$ cat config.mk
export PLATFORM = sky130hd
export DESIGN_NAME = ddrc_host
export DESIGN_NICKNAME = d
export VERILOG_FILES = /design/src/verilog/ddrc_pkg.sv /design/src/verilog/ddrc_gap_timers.sv /design/src/verilog/ddrc_host.sv
export VERILOG_INCLUDE_DIRS = /design/src /design/src/verilog
export SDC_FILE = /design/constraint.sdc
export NUM_CORES = 1
export LEC_CHECK = 0
export ABC_AREA = 1
export BUFFER_PORTS_ARGS = -buffer_cell sky130_fd_sc_hd__buf_2
export CORE_UTILIZATION = 50
export DETAILED_ROUTE_END_ITERATION = 6
export MAX_ROUTING_LAYER = met4
export PLACE_DENSITY = 0.66
export SLEW_MARGIN = 40
export SYNTH_ARGS = -nofsm -noshare
export SYNTH_HDL_FRONTEND = slang
export SYNTH_SLANG_ARGS = --single-unit
$ cat constraint.sdc
create_clock -name clk -period 2.3 [get_ports clk]
set_input_delay 0 -clock clk [delete_from_list [all_inputs] [get_ports clk]]
set_output_delay 0 -clock clk [all_outputs]
set_load 0.1 [all_outputs]
$ cat src/verilog/ddrc_cfg.svh
// ddrc_cfg.svh: timing counts, timer slots and pin encodings for the
// double-data-rate memory command controller.
// assumes: included by bare name; every figure is the slowest grade.
`ifndef DDRC_CFG_SVH
`define DDRC_CFG_SVH

// ==========================================================
// clocks
`define DDRC_CLK_NS 100
// the memory clock is clk divided by two
`define DDRC_TCK_NS (2 * `DDRC_CLK_NS)
// least times round up to whole memory clocks, never below one
`define DDRC_NS2CK(ns) (((ns) + `DDRC_TCK_NS - 1) / `DDRC_TCK_NS)
// a wait of n memory clocks in clk ticks as a timer load value
`define DDRC_TICKS(ck) (2 * (ck) - 1)

// ==========================================================
// command gaps, as printed
`define DDRC_RFC_NS 80
`define DDRC_RRD_NS 15
`define DDRC_MRD_NS 16
`define DDRC_XSNR_NS 80
`define DDRC_RCD_NS 20
`define DDRC_RAP_NS 20
`define DDRC_WTR_CK 1
`define DDRC_CCD_CK 1
`define DDRC_XSRD_CK 200
`define DDRC_REF_BURST_MAX 4'h8
// read latency in memory clocks; the half-cycle setting is not used
`define DDRC_CL 2
// write command to last data: preamble clock plus one data clock
`define DDRC_WR_DATA_CK 2

// ==========================================================
// gap timer slots
`define DDRC_T_RFC 0
`define DDRC_T_RRD 1
`define DDRC_T_WTR 2
`define DDRC_T_MRD 3
`define DDRC_T_XSNR 4
`define DDRC_T_XSRD 5
`define DDRC_T_RCD 6
`define DDRC_T_RAP 7
`define DDRC_NTIMERS 8
`define DDRC_TW 9

// ==========================================================
// read capture tap in clk ticks after the issuing edge
`define DDRC_RD_TAP (2 * `DDRC_CL + 3)

// ==========================================================
// command encodings {select_n, row_n, col_n, write_n}
`define DDRC_ENC_NOP 4'h7
`define DDRC_ENC_ACT 4'h3
`define DDRC_ENC_RD 4'h5
`define DDRC_ENC_WR 4'h4
`define DDRC_ENC_PRE 4'h2
`define DDRC_ENC_REF 4'h1
`define DDRC_ENC_MRS 4'h0
`define DDRC_AP_BIT 10

`endif

$ cat src/verilog/ddrc_pkg.sv
// ddrc_pkg: request, command and pin bundle types of the controller.
// assumes: nothing beyond the tool's SystemVerilog support.
package ddrc_pkg;

  // ==========================================================
  // user requests
  typedef enum logic [3:0] {
    DDRC_OP_NOP,
    DDRC_OP_ACT,
    DDRC_OP_READ,
    DDRC_OP_READ_AP,
    DDRC_OP_WRITE,
    DDRC_OP_PRE,
    DDRC_OP_REFRESH,
    DDRC_OP_MODE_LOAD,
    DDRC_OP_SR_ENTER,
    DDRC_OP_SR_EXIT
  } ddrc_op_t;

  typedef struct packed {
    ddrc_op_t op;
    logic [1:0] bank;
    logic [12:0] addr;
    logic [15:0] wdata;
  } ddrc_req_t;

  // ==========================================================
  // command pins toward the memory
  typedef struct packed {
    logic cke;
    logic cs_n;
    logic ras_n;
    logic cas_n;
    logic we_n;
    logic [1:0] ba;
    logic [12:0] a;
  } ddrc_pins_t;

endpackage
$ cat src/verilog/ddrc_gap_timers.sv
// ddrc_gap_timers: a bank of down-counters, one per command gap.
// assumes: loads are one-cycle pulses from the same clock domain.
`timescale 1ns/1ps
`include "ddrc_cfg.svh"
module ddrc_gap_timers import ddrc_pkg::*; (
  input wire logic clk,
  input wire logic nrst,
  input wire logic [`DDRC_NTIMERS-1:0] load,
  input wire logic [`DDRC_NTIMERS-1:0][`DDRC_TW-1:0] load_val,
  output logic [`DDRC_NTIMERS-1:0] done
);

  logic [`DDRC_NTIMERS-1:0][`DDRC_TW-1:0] cnt_reg;

  // ==========================================================
  // counters
  for (genvar i = 0; i < `DDRC_NTIMERS; i++) begin : g_t
    // zero means the dependent command may go
    assign done[i] = (cnt_reg[i] == '0);
    // loaded on the constraining command, then count down to zero
    always_ff @(posedge clk) begin
      if (!nrst) begin
        cnt_reg[i] <= '0;
      end else if (load[i]) begin
        cnt_reg[i] <= load_val[i];
      end else if (!done[i]) begin
        cnt_reg[i] <= cnt_reg[i] - 1'b1;
      end
    end
  end

endmodule

$ cat src/verilog/ddrc_host.sv
// ddrc_host: controller that drives a double-data-rate memory over its
// command, clock, data and strobe pins, spacing commands by the gaps.
// assumes: one requester on clk; the memory clock is made here as clk/2;
// the memory answers reads at the fixed read latency.
`timescale 1ns/1ps
`include "ddrc_cfg.svh"
module ddrc_host import ddrc_pkg::*; (
  input wire logic clk,
  input wire logic nrst,
  input wire ddrc_req_t req,
  input wire logic req_valid,
  output logic req_ready,
  output logic [15:0] rd_data,
  output logic rd_valid,
  output logic in_self_refresh,
  output logic mem_ck,
  output logic mem_ck_n,
  output ddrc_pins_t mem_cmd,
  output logic [7:0] mem_dq_o,
  output logic mem_dq_oe,
  input wire logic [7:0] mem_dq_i,
  output logic mem_dqs_o,
  output logic mem_dqs_oe,
  input wire logic mem_dqs_i,
  output logic mem_dm
);

  // ==========================================================
  // timer load values, in clk ticks
  localparam logic [`DDRC_TW-1:0] LV_RFC =
    `DDRC_TW'(`DDRC_TICKS(`DDRC_NS2CK(`DDRC_RFC_NS)));
  localparam logic [`DDRC_TW-1:0] LV_RRD =
    `DDRC_TW'(`DDRC_TICKS(`DDRC_NS2CK(`DDRC_RRD_NS)));
  localparam logic [`DDRC_TW-1:0] LV_WTR =
    `DDRC_TW'(`DDRC_TICKS(`DDRC_WTR_CK + `DDRC_WR_DATA_CK));
  localparam logic [`DDRC_TW-1:0] LV_MRD =
    `DDRC_TW'(`DDRC_TICKS(`DDRC_NS2CK(`DDRC_MRD_NS)));
  localparam logic [`DDRC_TW-1:0] LV_XSNR =
    `DDRC_TW'(`DDRC_TICKS(`DDRC_NS2CK(`DDRC_XSNR_NS)));
  localparam logic [`DDRC_TW-1:0] LV_XSRD =
    `DDRC_TW'(`DDRC_TICKS(`DDRC_XSRD_CK));
  localparam logic [`DDRC_TW-1:0] LV_RCD =
    `DDRC_TW'(`DDRC_TICKS(`DDRC_NS2CK(`DDRC_RCD_NS)));
  localparam logic [`DDRC_TW-1:0] LV_RAP =
    `DDRC_TW'(`DDRC_TICKS(`DDRC_NS2CK(`DDRC_RAP_NS)));

  // ==========================================================
  // command pin encoding
  function automatic ddrc_pins_t encode(input ddrc_req_t r,
                                        input logic cke);
    ddrc_pins_t p;
    logic [3:0] e;
    e = `DDRC_ENC_NOP;
    case (r.op)
      DDRC_OP_ACT: e = `DDRC_ENC_ACT;
      DDRC_OP_READ: e = `DDRC_ENC_RD;
      DDRC_OP_READ_AP: e = `DDRC_ENC_RD;
      DDRC_OP_WRITE: e = `DDRC_ENC_WR;
      DDRC_OP_PRE: e = `DDRC_ENC_PRE;
      DDRC_OP_REFRESH: e = `DDRC_ENC_REF;
      DDRC_OP_SR_ENTER: e = `DDRC_ENC_REF;
      DDRC_OP_MODE_LOAD: e = `DDRC_ENC_MRS;
      default: e = `DDRC_ENC_NOP;
    endcase
    p.cke = cke;
    {p.cs_n, p.ras_n, p.cas_n, p.we_n} = e;
    p.ba = r.bank;
    p.a = r.addr;
    if (r.op == DDRC_OP_READ) begin
      p.a[`DDRC_AP_BIT] = 1'b0;
    end
    if (r.op == DDRC_OP_READ_AP) begin
      p.a[`DDRC_AP_BIT] = 1'b1;
    end
    return p;
  endfunction

  // ==========================================================
  // state
  logic ck_reg;
  logic ckn_reg;
  logic in_sr_reg;
  logic cke_reg;
  logic [3:0] ref_run_reg;
  ddrc_pins_t cmd_reg;
  logic [4:0] wr_sh_reg;
  logic [15:0] wd_reg;
  logic [15:0] wd_hold_reg;
  logic [7:0] dq_o_reg;
  logic dq_oe_reg;
  logic dqs_o_reg;
  logic dqs_oe_reg;
  logic [`DDRC_RD_TAP+1:0] rd_sh_reg;
  logic [7:0] dq_s1_reg;
  logic [7:0] dq_s2_reg;
  logic [7:0] rd_lo_reg;
  logic [15:0] rd_data_reg;
  logic rd_valid_reg;

  // ==========================================================
  // decode of the request and the gap timers
  logic [`DDRC_NTIMERS-1:0] t_done;
  logic [`DDRC_NTIMERS-1:0] t_load;
  logic [`DDRC_NTIMERS-1:0][`DDRC_TW-1:0] t_val;
  wire slot = ck_reg;
  wire is_act = (req.op == DDRC_OP_ACT);
  wire is_rd = (req.op == DDRC_OP_READ);
  wire is_rdap = (req.op == DDRC_OP_READ_AP);
  wire is_wr = (req.op == DDRC_OP_WRITE);
  wire is_ref = (req.op == DDRC_OP_REFRESH);
  wire is_mrs = (req.op == DDRC_OP_MODE_LOAD);
  wire is_sre = (req.op == DDRC_OP_SR_ENTER);
  wire is_srx = (req.op == DDRC_OP_SR_EXIT);
  wire is_nop = (req.op == DDRC_OP_NOP);
  wire is_any_rd = is_rd | is_rdap;

  // nothing may follow a refresh or mode load until their gaps pass
  wire base_ok = !in_sr_reg & t_done[`DDRC_T_RFC]
    & t_done[`DDRC_T_MRD];
  wire nonrd_ok = base_ok & t_done[`DDRC_T_XSNR];
  wire ref_ok = nonrd_ok
    & (ref_run_reg < `DDRC_REF_BURST_MAX);
  wire act_ok = nonrd_ok & t_done[`DDRC_T_RRD];
  // reads wait only on the long relock gap, not on the non-read gap
  wire rd_ok = base_ok & t_done[`DDRC_T_XSRD]
    & t_done[`DDRC_T_WTR]
    & t_done[`DDRC_T_RCD];
  wire rdap_ok = rd_ok & t_done[`DDRC_T_RAP];
  wire wr_ok = nonrd_ok & t_done[`DDRC_T_RCD];
  wire srx_ok = in_sr_reg;

  // no column counter: back-to-back column commands go every slot, except a read after a write, which waits on the turn gap
  wire op_ok = is_nop | (is_act & act_ok) | (is_rd & rd_ok)
    | (is_rdap & rdap_ok) | (is_wr & wr_ok)
    | ((is_ref | is_sre) & ref_ok)
    | ((is_mrs | req.op == DDRC_OP_PRE) & nonrd_ok)
    | (is_srx & srx_ok);

  // requests are taken only on the edge where the memory clock falls
  assign req_ready = slot & op_ok;
  wire issue = req_valid & req_ready;

  // ==========================================================
  // timer loads
  assign t_load[`DDRC_T_RFC] = issue & is_ref;
  assign t_load[`DDRC_T_RRD] = issue & is_act;
  assign t_load[`DDRC_T_WTR] = issue & is_wr;
  assign t_load[`DDRC_T_MRD] = issue & is_mrs;
  assign t_load[`DDRC_T_XSNR] = issue & is_srx;
  assign t_load[`DDRC_T_XSRD] = issue & is_srx;
  assign t_load[`DDRC_T_RCD] = issue & is_act;
  assign t_load[`DDRC_T_RAP] = issue & is_act;
  assign t_val[`DDRC_T_RFC] = LV_RFC;
  assign t_val[`DDRC_T_RRD] = LV_RRD;
  assign t_val[`DDRC_T_WTR] = LV_WTR;
  assign t_val[`DDRC_T_MRD] = LV_MRD;
  assign t_val[`DDRC_T_XSNR] = LV_XSNR;
  assign t_val[`DDRC_T_XSRD] = LV_XSRD;
  assign t_val[`DDRC_T_RCD] = LV_RCD;
  assign t_val[`DDRC_T_RAP] = LV_RAP;

  ddrc_gap_timers u_timers (
    .clk(clk),
    .nrst(nrst),
    .load(t_load),
    .load_val(t_val),
    .done(t_done)
  );

  // ==========================================================
  // memory clock divider
  // the 2:1 divider fixes the memory period at twice clk; the period
  // limits tied to the half-cycle latency are therefore not reachable
  // and the controller stays on the whole-cycle setting
  always_ff @(posedge clk) begin
    if (!nrst) begin
      ck_reg <= 1'b0;
      ckn_reg <= 1'b1;
    end else begin
      ck_reg <= ~ck_reg;
      ckn_reg <= ck_reg;
    end
  end

  // ==========================================================
  // self-refresh and refresh burst tracking
  wire cke_next = (issue & is_sre) ? 1'b0 :
                  (issue & is_srx) ? 1'b1 : cke_reg;
  always_ff @(posedge clk) begin
    if (!nrst) begin
      in_sr_reg <= 1'b0;
      cke_reg <= 1'b1;
    end else begin
      in_sr_reg <= ~cke_next;
      cke_reg <= cke_next;
    end
  end

  // any real command between refreshes ends the burst, except a self-refresh entry, which counts as a refresh
  always_ff @(posedge clk) begin
    if (!nrst) begin
      ref_run_reg <= 4'h0;
    end else if (issue & (is_ref | is_sre)) begin
      ref_run_reg <= ref_run_reg + 4'h1;
    end else if (issue & !is_nop) begin
      ref_run_reg <= 4'h0;
    end
  end

  // ==========================================================
  // command pins, changed only as the memory clock falls so they are
  // stable around its rising edge
  always_ff @(posedge clk) begin
    if (!nrst) begin
      cmd_reg <= '{cke: 1'b1, cs_n: 1'b1, ras_n: 1'b1, cas_n: 1'b1,
                   we_n: 1'b1, ba: 2'h0, a: 13'h0000};
    end else if (slot) begin
      cmd_reg <= issue ? encode(req, cke_next)
                       : encode('0, cke_reg);
    end
  end

  // ==========================================================
  // write data and strobe
  // tick k after the issuing edge E: strobe driven low from E+1 (valid
  // by the memory clock edge that opens the preamble), high E+3, low
  // E+4, tail low to E+5 then released; data words at E+3 and E+4
  always_ff @(posedge clk) begin
    if (!nrst) begin
      wr_sh_reg <= 5'h00;
      wd_reg <= 16'h0000;
      wd_hold_reg <= 16'h0000;
    end else begin
      wr_sh_reg <= {wr_sh_reg[3:0], issue & is_wr};
      if (issue & is_wr) begin
        wd_reg <= req.wdata;
      end
      // copied early: the next write may overwrite wd_reg at E+2
      if (wr_sh_reg[1]) begin
        wd_hold_reg <= wd_reg;
      end
    end
  end

  // strobe edges coincide with memory clock edges, so every fall is
  // half a clock from each rise; the preamble is one clock long and every other phase half a clock
  always_ff @(posedge clk) begin
    if (!nrst) begin
      dqs_o_reg <= 1'b0;
      dqs_oe_reg <= 1'b0;
      dq_o_reg <= 8'h00;
      dq_oe_reg <= 1'b0;
    end else begin
      dqs_oe_reg <= |wr_sh_reg[3:0];
      dqs_o_reg <= wr_sh_reg[2];
      dq_oe_reg <= wr_sh_reg[2] | wr_sh_reg[3];
      if (wr_sh_reg[2]) begin
        dq_o_reg <= wd_hold_reg[7:0];
      end else if (wr_sh_reg[3]) begin
        dq_o_reg <= wd_hold_reg[15:8];
      end
    end
  end

  // a back-to-back write finds the strobe still low from the last
  // fall and keeps it driven; a half-clock tail is inside the window
  // and a longer one would only delay the next bus turnaround
  assign mem_dqs_oe = dqs_oe_reg;
  assign mem_dqs_o = dqs_o_reg;
  assign mem_dq_oe = dq_oe_reg;
  assign mem_dq_o = dq_o_reg;
  assign mem_dm = 1'b0;

  // ==========================================================
  // read capture through a two-stage synchroniser
  // fixed latency: no strobe-based capture, so the far end must hold
  // each word for a full half clock from its memory clock edge
  always_ff @(posedge clk) begin
    if (!nrst) begin
      dq_s1_reg <= 8'h00;
      dq_s2_reg <= 8'h00;
      rd_sh_reg <= '0;
    end else begin
      dq_s1_reg <= mem_dq_i;
      dq_s2_reg <= dq_s1_reg;
      rd_sh_reg <= {rd_sh_reg[`DDRC_RD_TAP:0], issue & is_any_rd};
    end
  end

  always_ff @(posedge clk) begin
    if (!nrst) begin
      rd_lo_reg <= 8'h00;
      rd_data_reg <= 16'h0000;
      rd_valid_reg <= 1'b0;
    end else begin
      rd_valid_reg <= rd_sh_reg[`DDRC_RD_TAP+1];
      if (rd_sh_reg[`DDRC_RD_TAP]) begin
        rd_lo_reg <= dq_s2_reg;
      end
      if (rd_sh_reg[`DDRC_RD_TAP+1]) begin
        rd_data_reg <= {dq_s2_reg, rd_lo_reg};
      end
    end
  end

  // ==========================================================
  // outputs
  assign mem_ck = ck_reg;
  assign mem_ck_n = ckn_reg;
  assign mem_cmd = cmd_reg;
  assign in_self_refresh = in_sr_reg;
  assign rd_data = rd_data_reg;
  assign rd_valid = rd_valid_reg;

endmodule

Word level (Yosys, flattened, before mapping)

Memories as Yosys holds them, arrays and structs flattened.
Index checks and enable logic that the tools add are counted.

Equal/unequal tests: 17
Reduce and logical (&&, ||, !) cells: 19
Bitwise operators: 42
$add $sub $neg: 9
Multiplexer cells: 25
Order comparisons: 1

Operators by type and width:

| kind                                                  | number |
|---|---|
| zero test 9 bit                                       | 8 |
| subtractor 9 x 1 -> 9 bit, second input constant      | 8 |
| bitwise AND 1 bit                                     | 28 |
| 2-to-1 mux 20 bit                                     | 1 |
| 2-to-1 mux 9 bit                                      | 2 |
| equality test 4 x 3 -> 1 bit, second input constant   | 4 |
| 2-to-1 mux 1 bit                                      | 16 |
| 2-to-1 mux 8 bit                                      | 2 |
| inequality test 2 x 1 -> 1 bit, second input constant | 8 |
| OR 1 bit                                              | 11 |
| OR reduction 2 bit                                    | 5 |
| equality test 4 x 2 -> 1 bit, second input constant   | 2 |
| equality test 4 bit, second input constant            | 2 |
| 2-to-1 mux 4 bit                                      | 2 |
| 2-to-1 mux 3 bit                                      | 2 |
| adder 4 x 1 -> 4 bit, second input constant           | 1 |
| equality test 4 x 1 -> 1 bit, second input constant   | 1 |
| zero test 4 bit                                       | 1 |
| < comparator 4 bit, second input constant             | 1 |
| nonzero test 2 bit                                    | 2 |
| OR reduction 4 bit                                    | 1 |
| NOT 1 bit                                             | 3 |
| zero test 1 bit                                       | 2 |

Input port bits: 47
Memories: 1
Flip-flop bits (word level): 197
Output and inout port bits: 53
Bits in read-only memories: 48
Word-level logic and storage cells: 155

Memory list:

| memory           | words | width | read ports | clocked after Yosys merged registers in | wr ports | RTL line        | text |
|---|---|---|---|---|---|---|---|
| (name not given) | 16    | 3     | 1          | 0                                       | 0        | ddrc_host.sv:54 | `case (r.op)` |

Depth between registers and ports, before layout

Word-level depth: 19
Gate-level depth with buffers: 18
Mapped depth without buffers: 16

Modules after synthesis

From an unflattened synthesis, not the netlist that was laid out.

Cells, all modules: 1272
Area total of the unflattened synthesis: 8881.0 sq um

Modules (own cells, without submodules):

| module          | cells each | sequential area each (sq um) | times used | area each (sq um) |
|---|---|---|---|---|
| ddrc_host       | 573        | 2482.4                       | 1          | 4499.3 |
| ddrc_gap_timers | 699        | 1441.4                       | 1          | 4381.7 |

Least setup slack after synthesis

No wires, ideal clock.

Path type: register -> register
From: register ck_reg (netlist: mem_ck)
To: register u_timers.cnt_reg[55] (netlist name)
Clock period less this slack: 2.309 ns
Slack: -0.009 ns
Required time: 2.176 ns
Buffers on the path: 3
Stages on the path, launching flop included: 9
Library setup time: 0.124 ns
Arrival time: 2.185 ns
Cell sequence: dfxtp_1 -> clkbuf_1 -> inv_1 -> a21oi_4 -> buf_6 -> nand3_4 -> nand2_4 -> buf_12 -> nor2_4

Cells in the longest elaborated chain, start to end: 4

RTL lines:

| what                            | RTL line              | text |
|---|---|---|
| from (decl)                     | ddrc_host.sv:80       | `logic ck_reg;` |
| from (signal assigned)          | ddrc_host.sv:180      | `ck_reg <= ~ck_reg;` |
| bitwise AND 1 bit               | ddrc_host.sv:140      | `assign req_ready = slot & op_ok;` |
| via req_ready                   | ddrc_host.sv:12       | `output logic req_ready,` |
| bitwise AND 1 bit               | ddrc_host.sv:141      | `wire issue = req_valid & req_ready;` |
| bitwise AND 1 bit               | ddrc_host.sv:151      | `` assign t_load[`DDRC_T_RCD] = issue & is_act; `` |
| OR reduction 2 bit (no line)    | --                    |  |
| to (signal, indexed assignment) | ddrc_gap_timers.sv:25 | `cnt_reg[i] <= load_val[i];` |
| to (signal, indexed assignment) | ddrc_gap_timers.sv:27 | `cnt_reg[i] <= cnt_reg[i] - 1'b1;` |
| to (decl)                       | ddrc_gap_timers.sv:13 | `` logic [`DDRC_NTIMERS-1:0][`DDRC_TW-1:0] cnt_reg; `` |

The timed path passes the listed nets, and every way through them passes these cells.
A chain may end at the register's enable or synchronous reset.

Final worst setup path

From: register u_timers.cnt_reg[64] (netlist name)
To: output req_ready

Cells in the longest elaborated chain, start to end: 9

RTL lines:

| what                   | RTL line              | text |
|---|---|---|
| zero test 9 bit        | ddrc_gap_timers.sv:19 | `assign done[i] = (cnt_reg[i] == '0);` |
| bitwise AND 1 bit      | ddrc_host.sv:128      | `` wire rdap_ok = rd_ok & t_done[`DDRC_T_RAP]; `` |
| bitwise AND 1 bit      | ddrc_host.sv:134      | `\| (is_rdap & rdap_ok) \| (is_wr & wr_ok)` |
| OR 1 bit (2 in series) | ddrc_host.sv:134      |  |
| OR 1 bit               | ddrc_host.sv:135      | `\| ((is_ref \| is_sre) & ref_ok)` |
| OR 1 bit               | ddrc_host.sv:136      | `\| ((is_mrs \| req.op == DDRC_OP_PRE) & nonrd_ok)` |
| OR 1 bit               | ddrc_host.sv:137      | `\| (is_srx & srx_ok);` |
| bitwise AND 1 bit      | ddrc_host.sv:140      |  |
| to (decl)              | ddrc_host.sv:12       |  |

No other way between the ends.

==> out/metrics.cfg <==
[run_status]
outcome=finished clean

[setup_path]
crit_top_cell=nand2_1
max_stage_delay_ps=330
arrival_ps=2220
path_max_fanout=5
crit_type=flip-flop to primary output
endpoint_kind=primary output
cp_cell_sequence=inv_2 > ha_4 > nand2_2 > nor2_2 > nand2_1 > nand2_1 > nand2_1 > nand2_1 > nand2_1 > nand2_1 > nand2_2 > a21oi_4 > buf_12 > buf_6 > buf_12
cp_slowest_cell=dfxtp_2
cp.required_ps=2300
critPathLaunchType=flip-flop
crit_family=simple AND/OR/NAND/NOR gates
worstPathBufferInverterCount=4

[timing]
worst_clock_skew_ps=11.73
fmax_mhz=450.2
fin_crit_sh_pct=96.57
post-route-min-period_ps=2221
rsz0062_at_grt=yes
hold_viol_final=0
setup_viol=0
tns_ps=0
tightest_slew_ps=738.5
maxSlewHeadroom_pct=50.72
drv_slew=0
hold_slack_ps=28.18

[clock_tree]
cts.path.max_buffers=2
cts_buffers=17
cts.clk_slew.worst_paths_ps=70
cts_max_level=4
cts.sinks=196
clock_latency_ps=440
cts_tree=yes
root_buffer=clkbuf_16

[routing]
routed_wirelength_mm=16.49
drtAntennaViolNets=0
drt_iter0_markers=335
drt_pass1_iterations=5
drc_errors=0
vias=6707
vias_per_cell=4.774
wl_per_cell_um=11.73

[pwr]
clockPowerShare_pct=26.9
comb_power_share_pct=35.2
ir_drop_mv=0.7636
p_sw_share_pct=36.16
p_seq_share_pct=37.8
p_int_mw=7.231
power.net_switching_mw=4.096
leakage_nw=4.894
total_power_mw=11.33
power_density_nw_per_um2=1127

[synthesis]
synthDistinctLibCells=44
ys_seq_area_share_pct=48.89
synth_edf_count=0
synth_area_leaders=dfxtp_1 (49%), nand2_1 (9.6%), nor2_1 (7.9%)
yosysTopAreaCell=dfxtp_1
synth_cells=1026
synthFlopType=dfxtp_1
synth-seq-cells=196
synth_area_sq_um=8026
yosys.area.top_type_share_pct=48.89
synth_nets=1089
syn_avg_cell_area_sq_um=7.823
async_reset_ff_share_pct=0
ys_warn_count=0

[cells_and_area]
area_delta_synth_final_pct=25.25
fin_nets=1244
layout_commonest_cell=nand2_1
finalInstanceArea_sq_um=10050
num_antenna_cells=0
fill_cells=1352
largest_register_ffs=72
drive_above_1_share_pct=20.77
final_cell_mix=nand2_1 (201), dfxtp_1 (190), nor2_1 (164), inv_1 (103), buf_2 (95)

[floorplan]
ios=100
coreArea_sq_um=15430
die-area_sq_um=16560
start_util_pct=52.03
rows=45
die_h_um=128.7
die-width_um=128.7

[place]
gp_congestion=0.8077
port_buffers=97
dp_hpwl_mm=10.53
place_area_sq_um=8777

[global_route]
grt_pass1_vias=6023
grt_max_degree=60
grt-ovfl-total=0
antenna_found_initial=0
grt_pass1_wl_mm=27.10
grt_usage_pct=21.02

[hold_path]
hp-class=input pin to flip-flop

[job]
maxCapViolations=0

==> synthesized netlist by cell type, types with 4 or more instances <==
library cell and n:
nand2_1 206, dfxtp_1 196, nor2_1 169, inv_1 113, o21ai_0 60, a21oi_1 49, nand3_1 48, xor2_1 23
clkbuf_1 17, ha_1 16, nor3_1 15, nor2_4 12, nand3_2 11, nand4_1 11, xnor2_1 11, a31oi_1 7
inv_2 6, buf_6 5, nor2_2 5, buf_1 4, buf_2 4, or2_2 4
==> tightest hold or removal path: cells and delay by family <==
family,cells,cell delay (ps)
buf+inv,1,140
compound gates,1,70
simple gates,2,200
==> area by class of cell <==
class / count / area [sq um] / share of cell area [%]
Sequential cell: 196 / 3931 / 39.10
Multi-Input combinational cell: 675 / 3546 / 35.27
Timing Repair Buffer: 171 / 1215 / 12.08
Inverter: 120 / 452.9 / 4.505
Clock buffer: 17 / 425.4 / 4.231
Tap cell: 211 / 264.0 / 2.626
Clock inverter: 15 / 219.0 / 2.178
==> routing by layer <==
layer	part of all wire, %	routed length [um]	vias up	GRT usage, %
met4	0.96	159	0	6.228
met2	47	7675	110	33.96
met3	3.7	607	15	4.948
met1	49	8043	3045	26.07
met5	0	0	-	-
li1	-	-	3537	-
==> timing repair <==
action | CTS | global route
pin swaps | 6 | 24
endpoints found under the hold margin | 43 | 0
setup buffers | 4 | 9
gates resized for setup | 10 | 30
setup endpoints to repair | 3 | 43
hold buffers | 41 | 0
==> final timing paths <==
check	startpoint	to	slack, ps	cells past startpoint
min	req[31]	u_timers.cnt_reg[0]	30	4
max	u_timers.cnt_reg[64]	req_ready	80	15
max reg2reg	u_timers.cnt_reg[64]	mem_cmd[10]	160	17
min reg2reg	dq_s1_reg[4]	dq_s2_reg[4]	410	2
==> through the flow <==
stage	util, %	worst slack, ps	cells
after floorplan	-	72.48	1026
after global placement	56.86	82.64	1319
after CTS	64.10	8.208	1396
after detailed placement	56.89	27.92	1319
final	65.17	78.88	1405
after global routing	65.17	-69.86	1405
==> cell families (layout without fill, tap and decap cells) <==
kind of cell             Yosys count  count (layout)  share of synthesized area [%]
AO/OA/AOI/OAI                    123             123                          8.044
flip-flops                       196             196                          48.89
other                              1               1                        0.04672
AND/OR/NAND/NOR                  501             501                          28.57
buffers and inverters            155             323                          8.246
adder cells (fa/ha/maj)           16              16                          2.494
XOR/XNOR                          34              34                          3.710
==> power by group through the flow <==
stage               sequential, mW  combinational, mW  clock (mW)
floorplan                     4.30               2.92           0
finish                        4.29               3.99        3.05
global route                  4.35               4.55        3.27
global placement              4.31               3.55           0
CTS                           4.25               3.74        3.12
detailed placement            4.32               3.59           0
(Power assumes the default switching activity.)
